**src/s8t_map.svh**
```systemverilog
`ifndef S8T_MAP_SVH
`define S8T_MAP_SVH

// ----------------------------------------------------------------------
// Byte timing
// ----------------------------------------------------------------------
// Bit cycles per byte time, and the last count of the byte counter
`define S8T_BYTE_BITS 10
`define S8T_CNT_LAST 4'h9
// Read pulse is low from this count through the last one
`define S8T_RP_LOW_FIRST 4'h5

// ----------------------------------------------------------------------
// Reset values
// ----------------------------------------------------------------------
`define S8T_LFSR_SEED 9'h1FF
`define S8T_CNT_RST 4'h0
`define S8T_SYM_RST 10'h000

// ----------------------------------------------------------------------
// Code points
// ----------------------------------------------------------------------
`define S8T_K28 5'h1C
`define S8T_COMMA_BYTE 8'hBC
`define S8T_K28_6B 6'h0F
`define S8T_VIOL_NEG 10'h278
`define S8T_VIOL_POS 10'h187

`endif

```
**src/s8t_pkg.sv**
```systemverilog
package s8t_pkg;

  // Ten-bit line symbol, bit 9 is bit a and leaves first
  typedef logic [9:0] s8t_sym_t;

  // Position inside a byte time
  typedef logic [3:0] s8t_cnt_t;

  // Source of the symbol handed to the shifter
  typedef enum logic [2:0] {
    S8T_SRC_DATA = 3'h1,
    S8T_SRC_COMMA = 3'h2,
    S8T_SRC_VIOL = 3'h4
  } s8t_src_t;

endpackage

```
**src/s8t_ser_if.sv**
```systemverilog
`timescale 1ns/1ps

// Symbol hand-off from the encoder to the shifter
interface s8t_ser_if;
  s8t_pkg::s8t_sym_t sym;
  logic load;
  modport ctl (output sym, output load);
  modport ser (input sym, input load);
endinterface

```
**src/s8t_clkgen.sv**
```systemverilog
`timescale 1ns/1ps
`include "s8t_map.svh"

module s8t_clkgen (
  // Clock and reset
  input logic sys_clk,
  input logic reset,
  input logic clk_en,
  // Byte timing
  output s8t_pkg::s8t_cnt_t bit_count,
  output logic load_strobe,
  output logic fifo_read_pulse_n
);
  import s8t_pkg::*;

  s8t_cnt_t next_count;

  // Next value of the free-running byte counter
  always_comb begin
    if (bit_count == `S8T_CNT_LAST) begin
      next_count = `S8T_CNT_RST;
    end else begin
      next_count = bit_count + 4'h1;
    end
  end

  // Byte counter, the only source of load timing
  always_ff @(posedge sys_clk) begin
    if (reset) begin
      bit_count <= `S8T_CNT_RST;
    end else if (clk_en) begin
      bit_count <= next_count;
    end
  end

  // Shifter takes a new symbol on the last bit of each byte
  assign load_strobe = (bit_count == `S8T_CNT_LAST);

  // Read pulse from the counter, half a byte wide, no input clock duty
  always_ff @(posedge sys_clk) begin
    if (reset) begin
      fifo_read_pulse_n <= 1'b1;
    end else if (clk_en) begin
      fifo_read_pulse_n <= !(next_count >= `S8T_RP_LOW_FIRST);
    end
  end

endmodule

```
**src/s8t_serializer.sv**
```systemverilog
`timescale 1ns/1ps
`include "s8t_map.svh"

module s8t_serializer (
  // Clock and reset
  input logic sys_clk,
  input logic reset,
  input logic clk_en,
  // Symbol from the encoder
  s8t_ser_if.ser link,
  // Output control
  input logic optical_output_off,
  // Serial outputs
  output logic serial_out_primary,
  output logic serial_out_secondary,
  output logic serial_out_loopback
);
  import s8t_pkg::*;

  s8t_sym_t shreg;
  logic off_q;

  // Parallel load once per byte, then shift bit a first
  always_ff @(posedge sys_clk) begin
    if (reset) begin
      shreg <= `S8T_SYM_RST;
    end else if (clk_en) begin
      if (link.load) begin
        shreg <= link.sym;
      end else begin
        shreg <= {shreg[8:0], 1'b0};
      end
    end
  end

  // Output off is taken as it comes, not aligned to bytes
  always_ff @(posedge sys_clk) begin
    if (reset) begin
      off_q <= 1'b0;
    end else if (clk_en) begin
      off_q <= optical_output_off;
    end
  end

  // Three identical streams, two of them gated to zero
  always_ff @(posedge sys_clk) begin
    if (reset) begin
      serial_out_primary <= 1'b0;
      serial_out_secondary <= 1'b0;
      serial_out_loopback <= 1'b0;
    end else if (clk_en) begin
      serial_out_primary <= shreg[9] & ~off_q;
      serial_out_secondary <= shreg[9] & ~off_q;
      serial_out_loopback <= shreg[9];
    end
  end

endmodule

```
**src/s8t_tx.sv**
```systemverilog
// Function
// - Byte clock rising edge captures data, special select and violation request.
// - Load-now enable low at an edge loads the present inputs.
// - Load-next enable low at an edge loads the inputs at next edge.
// - No enable low at an edge, outside self-test and with no load-next pending, sends the comma for that byte.
// - Self-test turns the input register into a 511-byte LFSR pattern.
// - Special select high uses special table, low uses data table.
// - Violation request sends a code violation symbol instead, fixed for each running disparity; in bypass it passes as a raw bit.
// - Bypass mode passes ten raw input bits straight to the shifter.
// - In bypass, bit a leaves first, then on through bit j.
// - Shifter takes one ten-bit word per byte, shifts at tenfold rate.
// - Shifter load timing comes only from the internal byte counter.
// - All three outputs match; output off forces primary, secondary to zero.
// - Loopback output ignores output off and always carries the stream.
// - Output off is unsynchronised and acts within bits, even mid-byte.
// - Byte-rate read pulse from the counter, width independent of clock.
// - The comma symbol marks byte boundaries for the far receiver.
`timescale 1ns/1ps
`include "s8t_map.svh"

module s8t_tx (
  // Clock, reset and clock enable
  input logic sys_clk,
  input logic reset,
  input logic clk_en,
  // Byte input side
  input logic byte_write_clock,
  input logic load_now_enable_n,
  input logic load_next_enable_n,
  input logic [7:0] tx_data,
  input logic special_char_select,
  input logic send_violation_symbol,
  // Mode control
  input logic bypass_mode,
  input logic self_test_enable,
  // Serial side
  input logic optical_output_off,
  output logic serial_out_primary,
  output logic serial_out_secondary,
  output logic serial_out_loopback,
  output logic fifo_read_pulse_n,
  // Status
  output logic running_disparity,
  output logic comma_sent
);
  import s8t_pkg::*;

  // ----------------------------------------------------------------------
  // Code tables
  // ----------------------------------------------------------------------

  // Six-bit sub-block abcdei for a data value, negative-disparity form
  function automatic logic [5:0] six_neg(input logic [4:0] x);
    logic [5:0] v;
    v = 6'h00;
    case (x)
      5'h00: v = 6'h27;
      5'h01: v = 6'h1D;
      5'h02: v = 6'h2D;
      5'h03: v = 6'h31;
      5'h04: v = 6'h35;
      5'h05: v = 6'h29;
      5'h06: v = 6'h19;
      5'h07: v = 6'h38;
      5'h08: v = 6'h39;
      5'h09: v = 6'h25;
      5'h0A: v = 6'h15;
      5'h0B: v = 6'h34;
      5'h0C: v = 6'h0D;
      5'h0D: v = 6'h2C;
      5'h0E: v = 6'h1C;
      5'h0F: v = 6'h17;
      5'h10: v = 6'h1B;
      5'h11: v = 6'h23;
      5'h12: v = 6'h13;
      5'h13: v = 6'h32;
      5'h14: v = 6'h0B;
      5'h15: v = 6'h2A;
      5'h16: v = 6'h1A;
      5'h17: v = 6'h3A;
      5'h18: v = 6'h33;
      5'h19: v = 6'h26;
      5'h1A: v = 6'h16;
      5'h1B: v = 6'h36;
      5'h1C: v = 6'h0E;
      5'h1D: v = 6'h2E;
      5'h1E: v = 6'h1E;
      default: v = 6'h2B;
    endcase
    return v;
  endfunction

  // Four-bit sub-block fghj, form used when entering with negative disparity
  function automatic logic [3:0] four_neg(input logic [2:0] y, input logic k,
                                          input logic alt);
    logic [3:0] v;
    v = 4'h0;
    case (y)
      3'h0: v = 4'hB;
      3'h1: v = k ? 4'h6 : 4'h9;
      3'h2: v = k ? 4'hA : 4'h5;
      3'h3: v = 4'hC;
      3'h4: v = 4'hD;
      3'h5: v = k ? 4'h5 : 4'hA;
      3'h6: v = k ? 4'h9 : 4'h6;
      default: v = alt ? 4'h7 : 4'hE;
    endcase
    return v;
  endfunction

  // Full encode: {symbol, disparity after, code valid}
  function automatic logic [11:0] encode(input logic [7:0] d, input logic k,
                                         input logic rd);
    logic [4:0] x;
    logic [2:0] y;
    logic [5:0] six;
    logic [3:0] four;
    logic rd_mid;
    logic rd_out;
    logic alt;
    logic ok;
    x = d[4:0];
    y = d[7:5];
    ok = !k || (x == `S8T_K28) ||
         ((y == 3'h7) && ((x == 5'h17) || (x == 5'h1B) || (x == 5'h1D) || (x == 5'h1E)));
    six = (k && (x == `S8T_K28)) ? `S8T_K28_6B : six_neg(x);
    if (rd && (($countones(six) != 3) || (!k && (x == 5'h07)))) begin
      six = ~six;
    end
    rd_mid = rd ^ ($countones(six) != 3);
    alt = (y == 3'h7) && (k || (!rd_mid && ((x == 5'h11) || (x == 5'h12) || (x == 5'h14)))
          || (rd_mid && ((x == 5'h0B) || (x == 5'h0D) || (x == 5'h0E))));
    four = four_neg(y, k, alt);
    if (rd_mid && (($countones(four) != 2) || k || (y == 3'h3))) begin
      four = ~four;
    end
    rd_out = rd_mid ^ ($countones(four) != 2);
    return {six, four, rd_out, ok};
  endfunction

  // ----------------------------------------------------------------------
  // Byte clock edge and self-test pattern
  // ----------------------------------------------------------------------

  logic ckw_prev;
  logic ckw_rise;
  logic load_pending;
  logic [8:0] lfsr;

  // Edge detector on the byte clock, sampled as a synchronous input
  always_ff @(posedge sys_clk) begin
    if (reset) begin
      ckw_prev <= 1'b0;
    end else if (clk_en) begin
      ckw_prev <= byte_write_clock;
    end
  end

  assign ckw_rise = byte_write_clock & ~ckw_prev;

  // Nine-bit maximal LFSR, one step per byte, covers every special byte and every data byte except 00
  always_ff @(posedge sys_clk) begin
    if (reset) begin
      lfsr <= `S8T_LFSR_SEED;
    end else if (clk_en) begin
      if (!self_test_enable) begin
        lfsr <= `S8T_LFSR_SEED;
      end else if (ckw_rise) begin
        lfsr <= {lfsr[7:0], lfsr[8] ^ lfsr[4]};
      end
    end
  end

  // Deferred load request taken at one edge and honoured at the next
  always_ff @(posedge sys_clk) begin
    if (reset) begin
      load_pending <= 1'b0;
    end else if (clk_en && ckw_rise) begin
      load_pending <= !load_next_enable_n && !self_test_enable;
    end
  end

  // ----------------------------------------------------------------------
  // Input register
  // ----------------------------------------------------------------------

  logic [7:0] in_data;
  logic in_sc;
  logic in_svs;
  logic in_loaded;

  // Capture on the byte clock edge, from pins or from the pattern generator
  always_ff @(posedge sys_clk) begin
    if (reset) begin
      in_data <= 8'h00;
      in_sc <= 1'b0;
      in_svs <= 1'b0;
      in_loaded <= 1'b0;
    end else if (clk_en && ckw_rise) begin
      if (self_test_enable) begin
        in_data <= lfsr[7:0];
        in_sc <= lfsr[8];
        in_svs <= 1'b0;
        in_loaded <= 1'b1;
      end else if (load_pending || !load_now_enable_n) begin
        in_data <= tx_data;
        in_sc <= special_char_select;
        in_svs <= send_violation_symbol;
        in_loaded <= 1'b1;
      end else begin
        in_loaded <= 1'b0;
      end
    end
  end

  // ----------------------------------------------------------------------
  // Encoder
  // ----------------------------------------------------------------------

  logic [11:0] enc_data;
  logic [11:0] enc_comma;
  logic load_strobe;
  s8t_src_t src;
  s8t_sym_t next_sym;
  logic next_rd;
  s8t_cnt_t bit_count;
  s8t_ser_if ser_link ();

  assign enc_data = encode(in_data, in_sc, running_disparity);
  assign enc_comma = encode(`S8T_COMMA_BYTE, 1'b1, running_disparity);

  // Symbol source: comma when idle, violation on request or on a bad special
  always_comb begin
    if (!in_loaded) begin
      src = S8T_SRC_COMMA;
    end else if (bypass_mode) begin
      src = S8T_SRC_DATA;
    end else if (in_svs || !enc_data[0]) begin
      src = S8T_SRC_VIOL;
    end else begin
      src = S8T_SRC_DATA;
    end
  end

  // Symbol and disparity chosen for the next byte time
  always_comb begin
    next_sym = enc_comma[11:2];
    next_rd = enc_comma[1];
    case (src)
      S8T_SRC_COMMA: begin
        next_sym = enc_comma[11:2];
        next_rd = enc_comma[1];
      end
      S8T_SRC_VIOL: begin
        next_sym = running_disparity ? `S8T_VIOL_POS : `S8T_VIOL_NEG;
        next_rd = running_disparity;
      end
      default: begin
        if (bypass_mode) begin
          // Raw word: select bit first, data bits 0 to 7, violation bit last
          next_sym = {in_sc, in_data[0], in_data[1], in_data[2], in_data[3],
                      in_data[4], in_data[5], in_data[6], in_data[7], in_svs};
          next_rd = running_disparity;
        end else begin
          next_sym = enc_data[11:2];
          next_rd = enc_data[1];
        end
      end
    endcase
  end

  // Running disparity advances only when the shifter takes a symbol
  always_ff @(posedge sys_clk) begin
    if (reset) begin
      running_disparity <= 1'b0;
    end else if (clk_en && load_strobe) begin
      running_disparity <= next_rd;
    end
  end

  // Marks a byte time that carries the idle comma
  always_ff @(posedge sys_clk) begin
    if (reset) begin
      comma_sent <= 1'b0;
    end else if (clk_en && load_strobe) begin
      comma_sent <= (src == S8T_SRC_COMMA);
    end
  end

  assign ser_link.sym = next_sym;
  assign ser_link.load = load_strobe;

  // ----------------------------------------------------------------------
  // Clock generator and shifter
  // ----------------------------------------------------------------------

  // Byte counter, shifter load timing and the FIFO read pulse
  s8t_clkgen u_clkgen (
    .sys_clk(sys_clk),
    .reset(reset),
    .clk_en(clk_en),
    .bit_count(bit_count),
    .load_strobe(load_strobe),
    .fifo_read_pulse_n(fifo_read_pulse_n)
  );

  // Serial shifter and the three output streams
  s8t_serializer u_serializer (
    .sys_clk(sys_clk),
    .reset(reset),
    .clk_en(clk_en),
    .link(ser_link.ser),
    .optical_output_off(optical_output_off),
    .serial_out_primary(serial_out_primary),
    .serial_out_secondary(serial_out_secondary),
    .serial_out_loopback(serial_out_loopback)
  );

endmodule

```
**config.mk**
```make
export PLATFORM = sky130hd
export DESIGN_NAME = s8t_tx
export DESIGN_NICKNAME = d
export VERILOG_FILES = /design/src/s8t_pkg.sv /design/src/s8t_ser_if.sv /design/src/s8t_clkgen.sv /design/src/s8t_serializer.sv /design/src/s8t_tx.sv
export VERILOG_INCLUDE_DIRS = /design/src
export SDC_FILE = /design/constraint.sdc
export NUM_CORES = 1
export LEC_CHECK = 0
export BUFFER_PORTS_ARGS = -buffer_cell sky130_fd_sc_hd__buf_2
export CORE_ASPECT_RATIO = 1.25
export CORE_MARGIN = 2
export CORE_UTILIZATION = 35
export CTS_CLUSTER_DIAMETER = 30
export DETAILED_ROUTE_END_ITERATION = 6
export GPL_TIMING_DRIVEN = 0
export PLACE_DENSITY = 0.6
export SETUP_SLACK_MARGIN = 0.05
export SLEW_MARGIN = 20
export SYNTH_ARGS = -nofsm -noshare
export SYNTH_HDL_FRONTEND = slang
export SYNTH_HIERARCHICAL = 1
export SYNTH_SLANG_ARGS = --single-unit
```
**constraint.sdc**
```tcl
create_clock -name sys_clk -period 9.2 [get_ports sys_clk]
set_clock_uncertainty 0.1 [all_clocks]
set_input_delay 1.84 -clock sys_clk [delete_from_list [all_inputs] [get_ports sys_clk]]
set_output_delay 1.84 -clock sys_clk [all_outputs]
set_load 0.05 [all_outputs]
```
==> results of run 1 <==
## power by group through the flow
| stage | sequential (uW) | combinational, uW | clock, uW |
|---|---|---|---|
| 3_5_place_dp | 231 | 285 | 0 |
| 3_3_place_gp | 230 | 276 | 0 |
| 5_1_grt | 228 | 402 | 225 |
| 6_report | 227 | 363 | 210 |
| 4_1_cts | 226 | 336 | 216 |
| 2_1_floorplan | 232 | 228 | 0 |
## worst reg2reg max path: cells and delay by family (launching register included)
kind | cells | cell delay (ps)
fa+ha+maj | 14 | 4540
buf+inv | 5 | 290
xor+xnor | 5 | 720
mux | 1 | 300
simple gates | 8 | 1320
flops | 1 | 370
compound gates | 5 | 1100
## final timing paths
check / slack, ps / depth (start not counted) / from / end
hold reg to reg: 370 / 2 / ckw_prev / ckw_prev
hold / removal: 370 / 2 / ckw_prev / ckw_prev
setup / recovery: 320 / 38 / in_data[1] / running_disparity
setup reg to reg: 320 / 38 / in_data[1] / running_disparity
## routing by layer
metal | wire length [um] | track usage (%) | vias up
met3 | 304 | 3.89 | 15
met2 | 4160 | 26.3 | 51
met4 | 144 | 4.11 | 0
li1 | - | - | 1571
met1 | 3730 | 18.4 | 1394
met5 | 0 | 0 | -
## cells in the final DEF, fill, tap and decap left out, types with 3 or more instances in the layout
cell / count
buf_6: 6
nand2b_1: 6
ha_2: 4
mux2_2: 5
nor3_1: 10
or3_1: 3
a21boi_1: 3
o21ai_0: 10
a211oi_1: 16
and2_1: 3
o22ai_1: 12
buf_1: 3
inv_1: 17
inv_2: 8
nand3b_1: 4
ha_1: 13
buf_4: 20
xnor2_1: 11
a21o_1: 4
nand2_1: 38
clkbuf_1: 4
nor2_2: 3
a21oi_1: 20
nand3_1: 7
buf_2: 26
clkbuf_16: 5
nand4_1: 3
o21bai_1: 3
dfxtp_1: 45
nor2_1: 39
o21ai_1: 5
fa_1: 6
clkbuf_8: 6
mux2i_1: 24
## cell type report
| class | instances | share of cell area (%) |
|---|---|---|
| Inverter | 28 | 2.76 |
| Clock inverter | 3 | 1.09 |
| Tap cell | 129 | 3.70 |
| Multi-Input combinational cell | 316 | 56.8 |
| Clock buffer | 5 | 2.87 |
| Buffer | 23 | 4.54 |
| Timing Repair Buffer | 42 | 5.94 |
| Sequential cell | 48 | 22.3 |
## kinds of logic after synthesis
kind of cell	share of synthesized area, %
buffers and inverters	9.55
and+or+nand+nor	20.5
AOI/OAI and AO/OA	19.7
DFF	26.1
xor gates and xnor gates	4.32
adders and majority gates	10.3
muxes	9.55
## metrics by stage
step | cells | total power [uW]
final | 594 | 801
after global routing | 594 | 855
after CTS | 590 | 777
after detailed placement | 571 | 515
after global placement | 571 | 507
after floorplan | 418 | 460
## what timing repair did
action                                  in CTS  in global routing
endpoints found under the setup margin       1                  1
pin swaps                                   16                 29
resized for setup                           11                 19
setup buffers                               11                  7
endpoints found under the hold margin        0                  0
==> metrics.csv, run 1 <==
stage,metric,value,unit
cells_and_area,n_diodes,0,
placement,Port Buf Inserts,24,
pwr,NetSw,271,uW
floorplanning,Core Rows,41,
placement,GPL Wtd Cong,0.828,
cells_and_area,fraction of layout cells with a size suffix above 1,26.9,%
timing,RSZ-0062 raised after global routing,yes,
placement,pre-CTS WS,-855,ps
critical_path,Worst path top cell family by delay,adder cells,
detailed_routing,WL/cell,14.0,um
floorplanning,IO Pins,25,
detailed_routing,Via Count,3031,
placement,DP HPWL,6280,um
critical_path,CP endpoint kind,register,
detailed_routing,Vias/cell,5.10,
timing,setup TNS,0,ps
critical_path,CP bufs+invs,5,
global_route,vias in the first global route,3041,
detailed_routing,DRT Pass-1 Iters,4,
clock_tree,CTS tree,yes,
timing,Slew Limit Fails,0,
global_route,GRT Overall Usage,15.2,%
pwr,leakage power,0.00174,uW
cells_and_area,area growth from synthesis to layout,18.4,%
synth,post-synth top area share,26.1,%
synth,count of different cell masters after synthesis,79,
pwr,Net Sw Frac,33.8,%
clock_tree,Clock Path Buffers,2,
global_route,initial antenna violation count,0,
cells_and_area,Seq. cell area,970,um^2
status,outcome,"complete, no violations",
synth,area of the mapped netlist,3680,um^2
clock_tree,clk sinks,48,
timing,endpoints failing setup,0,
timing,Hold Slack,373,ps
timing,Worst Tran Pin Value,642,ps
synth,Synth warnings,6,
synth,top post-synthesis cells by area,"dfxtp_1, mux2i_1, ha_1",
critical_path,Worst Path Required,9270,ps
cells_and_area,fin nets,508,
critical_path,slowest CP cell,fa_1,
pwr,Peak VDD IR,70.2,uV
synth,asr flop ratio synth,0,%
detailed_routing,antenna-violating nets left,0,
timing,worst setup margin,318,ps
cells_and_area,number of fill cells,1006,
pwr,Clock Power Share,26.3,%
global_route,total grt overflow,0,
pwr,part of the power in registers,28.3,%
critical_path,CP arrival,8950,ps
pwr,Power Density,184,nW/um^2
synth,Synth top cells by count,"dfxtp_1, nor2_1, nand2_1",
clock_tree,later-pin clock latency in the skew report,300,ps
pwr,proportion of power drawn by combinational gates,45.4,%
synth,number of synthesized flops with an enable pin,0,
synth,most common flop cell mapped by yosys,dfxtp_1,
cells_and_area,final core occ,42.9,%
synth,"count leader, synth",dfxtp_1,
critical_path,worst-path maximum fanout,6,
critical_path,max incr delay on CP,520,ps
timing,period utilization,96.5,%
cells_and_area,footprint of the multi-input gates,2480,um^2
hold_path,min-delay worst type,reg2reg,
global_route,first-pass GRT wire length,14000,um
detailed_routing,First DRT Iteration DRCs,105,
synth,sequential area share after synthesis,26.1,%
clock_tree,hold buffer count at CTS,0,
clock_tree,Root Driver,clkbuf_16,
critical_path,crit path kind,reg2reg,
clock_tree,CTS buffer count,5,
floorplanning,area of the core,10200,um^2
synth,"Avg Cell Area, Syn",8.81,um^2
synth,flop and latch count out of synthesis,48,
detailed_routing,DRC viols,0,
timing,Relative slew margins,57.0,%
timing,FMAX,0.113,GHz
timing,minimum clock period,8880,ps
floorplanning,Starting Density,36.2,%
run,# Max-Cap Violations,0,
floorplanning,die height,119,um
synth,cell taking the most area after synthesis,dfxtp_1,
floorplanning,total die area,11400,um^2
critical_path,Crit path top cell by count,fa_1,
floorplanning,die span in x,95.7,um
placement,Placed Instance Area,3960,um^2
critical_path,CP Launch Type,register,
cells_and_area,final instance area,4360,um^2
clock_tree,"CTS clk-pin slew, worst paths",70,ps
clock_tree,H-tree depth,2,
detailed_routing,overall routed net length,8340,um
timing,Final Hold Vio Count,0,
pwr,Internal,530,uW
global_route,maximum number of pins on one net before global-route repair,19,
synth,Syn Inst Count,418,
synth,Post-Syn Nets,462,
No activity file was read; power rests on OpenSTA's default activity.
==> run 2: changes to the inputs <==
Settings changed: CORE_UTILIZATION 35 to 45, PLACE_DENSITY 0.6 to 0.72.
==> metrics.csv, run 2 (synthesized netlist as in run 1, its figures left out) <==
stage,metric,value,unit,change
timing,Worst Tran Pin Value,645,ps,was 642 ps
detailed_routing,Via Count,3096,,was 3031
cells_and_area,"commonest non-fill, non-tap cell in the layout",dfxtp_1,,unchanged
timing,worst setup margin,117,ps,was 318 ps
cells_and_area,most frequent cells in the layout,"dfxtp_1, nand2_1, nor2_1, buf_2, mux2i_1",,"was dfxtp_1, nor2_1, nand2_1, buf_2, mux2i_1"
pwr,proportion of power drawn by combinational gates,51.3,%,was 45.4%
cells_and_area,n_diodes,0,,unchanged
timing,endpoints failing setup,0,,unchanged
critical_path,worst-path maximum fanout,7,,was 6
status,outcome,"complete, no violations",,unchanged
detailed_routing,DRT Pass-1 Iters,5,,was 4
pwr,Overall Power,800,uW,was 801 uW
cells_and_area,fraction of layout cells with a size suffix above 1,28.1,%,was 26.9%
timing,Slew Limit Fails,0,,unchanged
timing,period utilization,98.7,%,was 96.5%
global_route,first-pass GRT wire length,14100,um,was 14000 um
clock_tree,H-tree depth,2,,unchanged
global_route,total grt overflow,0,,unchanged
global_route,initial antenna violation count,1,,was 0
clock_tree,CTS buffer count,5,,unchanged
detailed_routing,DRC viols,0,,unchanged
global_route,GRT Overall Usage,18.7,%,was 15.2%
hold_path,min-delay worst type,reg2reg,,unchanged
timing,RSZ-0062 raised after global routing,yes,,unchanged
placement,Port Buf Inserts,24,,unchanged
clock_tree,CTS tree,yes,,unchanged
critical_path,CP arrival,9180,ps,was 8950 ps
clock_tree,Clock Path Buffers,2,,unchanged
pwr,Internal,517,uW,was 530 uW
pwr,leakage power,0.00174,uW,about the same
placement,Placed Instance Area,3920,um^2,was 3960 um^2
critical_path,CP Launch Type,register,,unchanged
global_route,vias in the first global route,3038,,was 3041
floorplanning,Core Rows,36,,was 41
floorplanning,die span in x,84.9,um,was 95.7 um
pwr,Clock Power Share,20.4,%,was 26.3%
timing,minimum clock period,9080,ps,was 8880 ps
floorplanning,IO Pins,25,,unchanged
clock_tree,"CTS clk-pin slew, worst paths",100,ps,was 70 ps
global_route,maximum number of pins on one net before global-route repair,19,,unchanged
detailed_routing,First DRT Iteration DRCs,126,,was 105
critical_path,CP endpoint kind,register,,unchanged
pwr,Peak VDD IR,107,uV,was 70.2 uV
cells_and_area,final instance area,4310,um^2,was 4360 um^2
placement,DP HPWL,5880,um,was 6280 um
floorplanning,area of the core,7880,um^2,was 10200 um^2
timing,setup TNS,0,ps,unchanged
critical_path,slowest CP cell,fa_1,,unchanged
pwr,Power Density,186,nW/um^2,was 184 nW/um^2
placement,pre-CTS WS,-757,ps,was -855 ps
floorplanning,Starting Density,46.7,%,was 36.2%
detailed_routing,antenna-violating nets left,0,,unchanged
cells_and_area,area growth from synthesis to layout,17.1,%,was 18.4%
timing,FMAX,0.110,GHz,was 0.113 GHz
timing,Relative slew margins,56.7,%,was 57.0%
critical_path,crit path kind,reg2reg,,unchanged
clock_tree,clk sinks,48,,unchanged
run,# Max-Cap Violations,0,,unchanged
critical_path,max incr delay on CP,560,ps,was 520 ps
pwr,part of the power in registers,28.4,%,was 28.3%
floorplanning,total die area,8920,um^2,was 11400 um^2
critical_path,Worst Path Required,9290,ps,was 9270 ps
floorplanning,die height,105,um,was 119 um
detailed_routing,overall routed net length,8120,um,was 8340 um
timing,Hold Slack,381,ps,was 373 ps
clock_tree,later-pin clock latency in the skew report,310,ps,was 300 ps
detailed_routing,Vias/cell,5.52,,was 5.10
cells_and_area,fin nets,509,,was 508
critical_path,Crit path top cell by count,fa_1,,unchanged
timing,Final Hold Vio Count,0,,unchanged
cells_and_area,number of fill cells,693,,was 1006
placement,GPL Wtd Cong,0.869,,was 0.828
clock_tree,Root Driver,clkbuf_8,,was clkbuf_16
detailed_routing,WL/cell,14.5,um,was 14.0 um
pwr,NetSw,284,uW,was 271 uW
pwr,Net Sw Frac,35.4,%,was 33.8%
[run 2: area by class of cell]
cell class                 count  area, um^2  area share [%]
buffer                        24         209            4.85
clock buffer                   6        82.6            1.92
clock inverter                 2        38.8           0.900
inverter                      28         120            2.79
multi-input combinational    316        2520            58.4
sequential                    48         967            22.4
tap                           95         119            2.76
timing repair buffer          42         255            5.92
[run 2: final timing paths]
kind	start	to	slack (ps)	cells past startpoint
max	in_data[2]	running_disparity	120	39
min	ckw_prev	ckw_prev	380	2
max reg2reg	in_data[2]	running_disparity	120	39
min reg2reg	ckw_prev	ckw_prev	380	2
[run 2: metrics by stage]
step	instances	utilization, %
floorplan	418	-
global placement	537	49.7
detailed placement	537	49.7
CTS	558	53.0
global route	561	54.7
finish	561	54.7
[run 2: power by group through the flow]
stage | clock, uW | sequential [uW] | combinational, uW
floorplan | 0 | 232 | 228
global placement | 0 | 230 | 274
detailed placement | 0 | 230 | 282
CTS | 165 | 226 | 342
global route | 174 | 228 | 456
finish | 163 | 227 | 410
[run 2: timing repair]
action	4_1_cts	5_1_grt
pin swaps	17	27
endpoints found under the setup margin	1	1
setup buffers	13	5
hold buffers	0	0
resized for setup	9	24
[run 2: worst max-delay path, delay by kind of cell (launching register included)]
kind            cells  cell delay (ps)
compound gates      5             1080
xor+xnor            5              720
fa+ha+maj          14             4660
buf+inv             6              350
flops               1              330
mux                 1              320
simple gates        8             1440
[run 2: routing by layer]
layer	vias up	wire, um	GRT usage, %
met1	1449	3590	23.4
met3	13	296	2.37
met2	62	4090	33.5
met5	-	13	0
li1	1570	-	-
met4	2	127	5.10
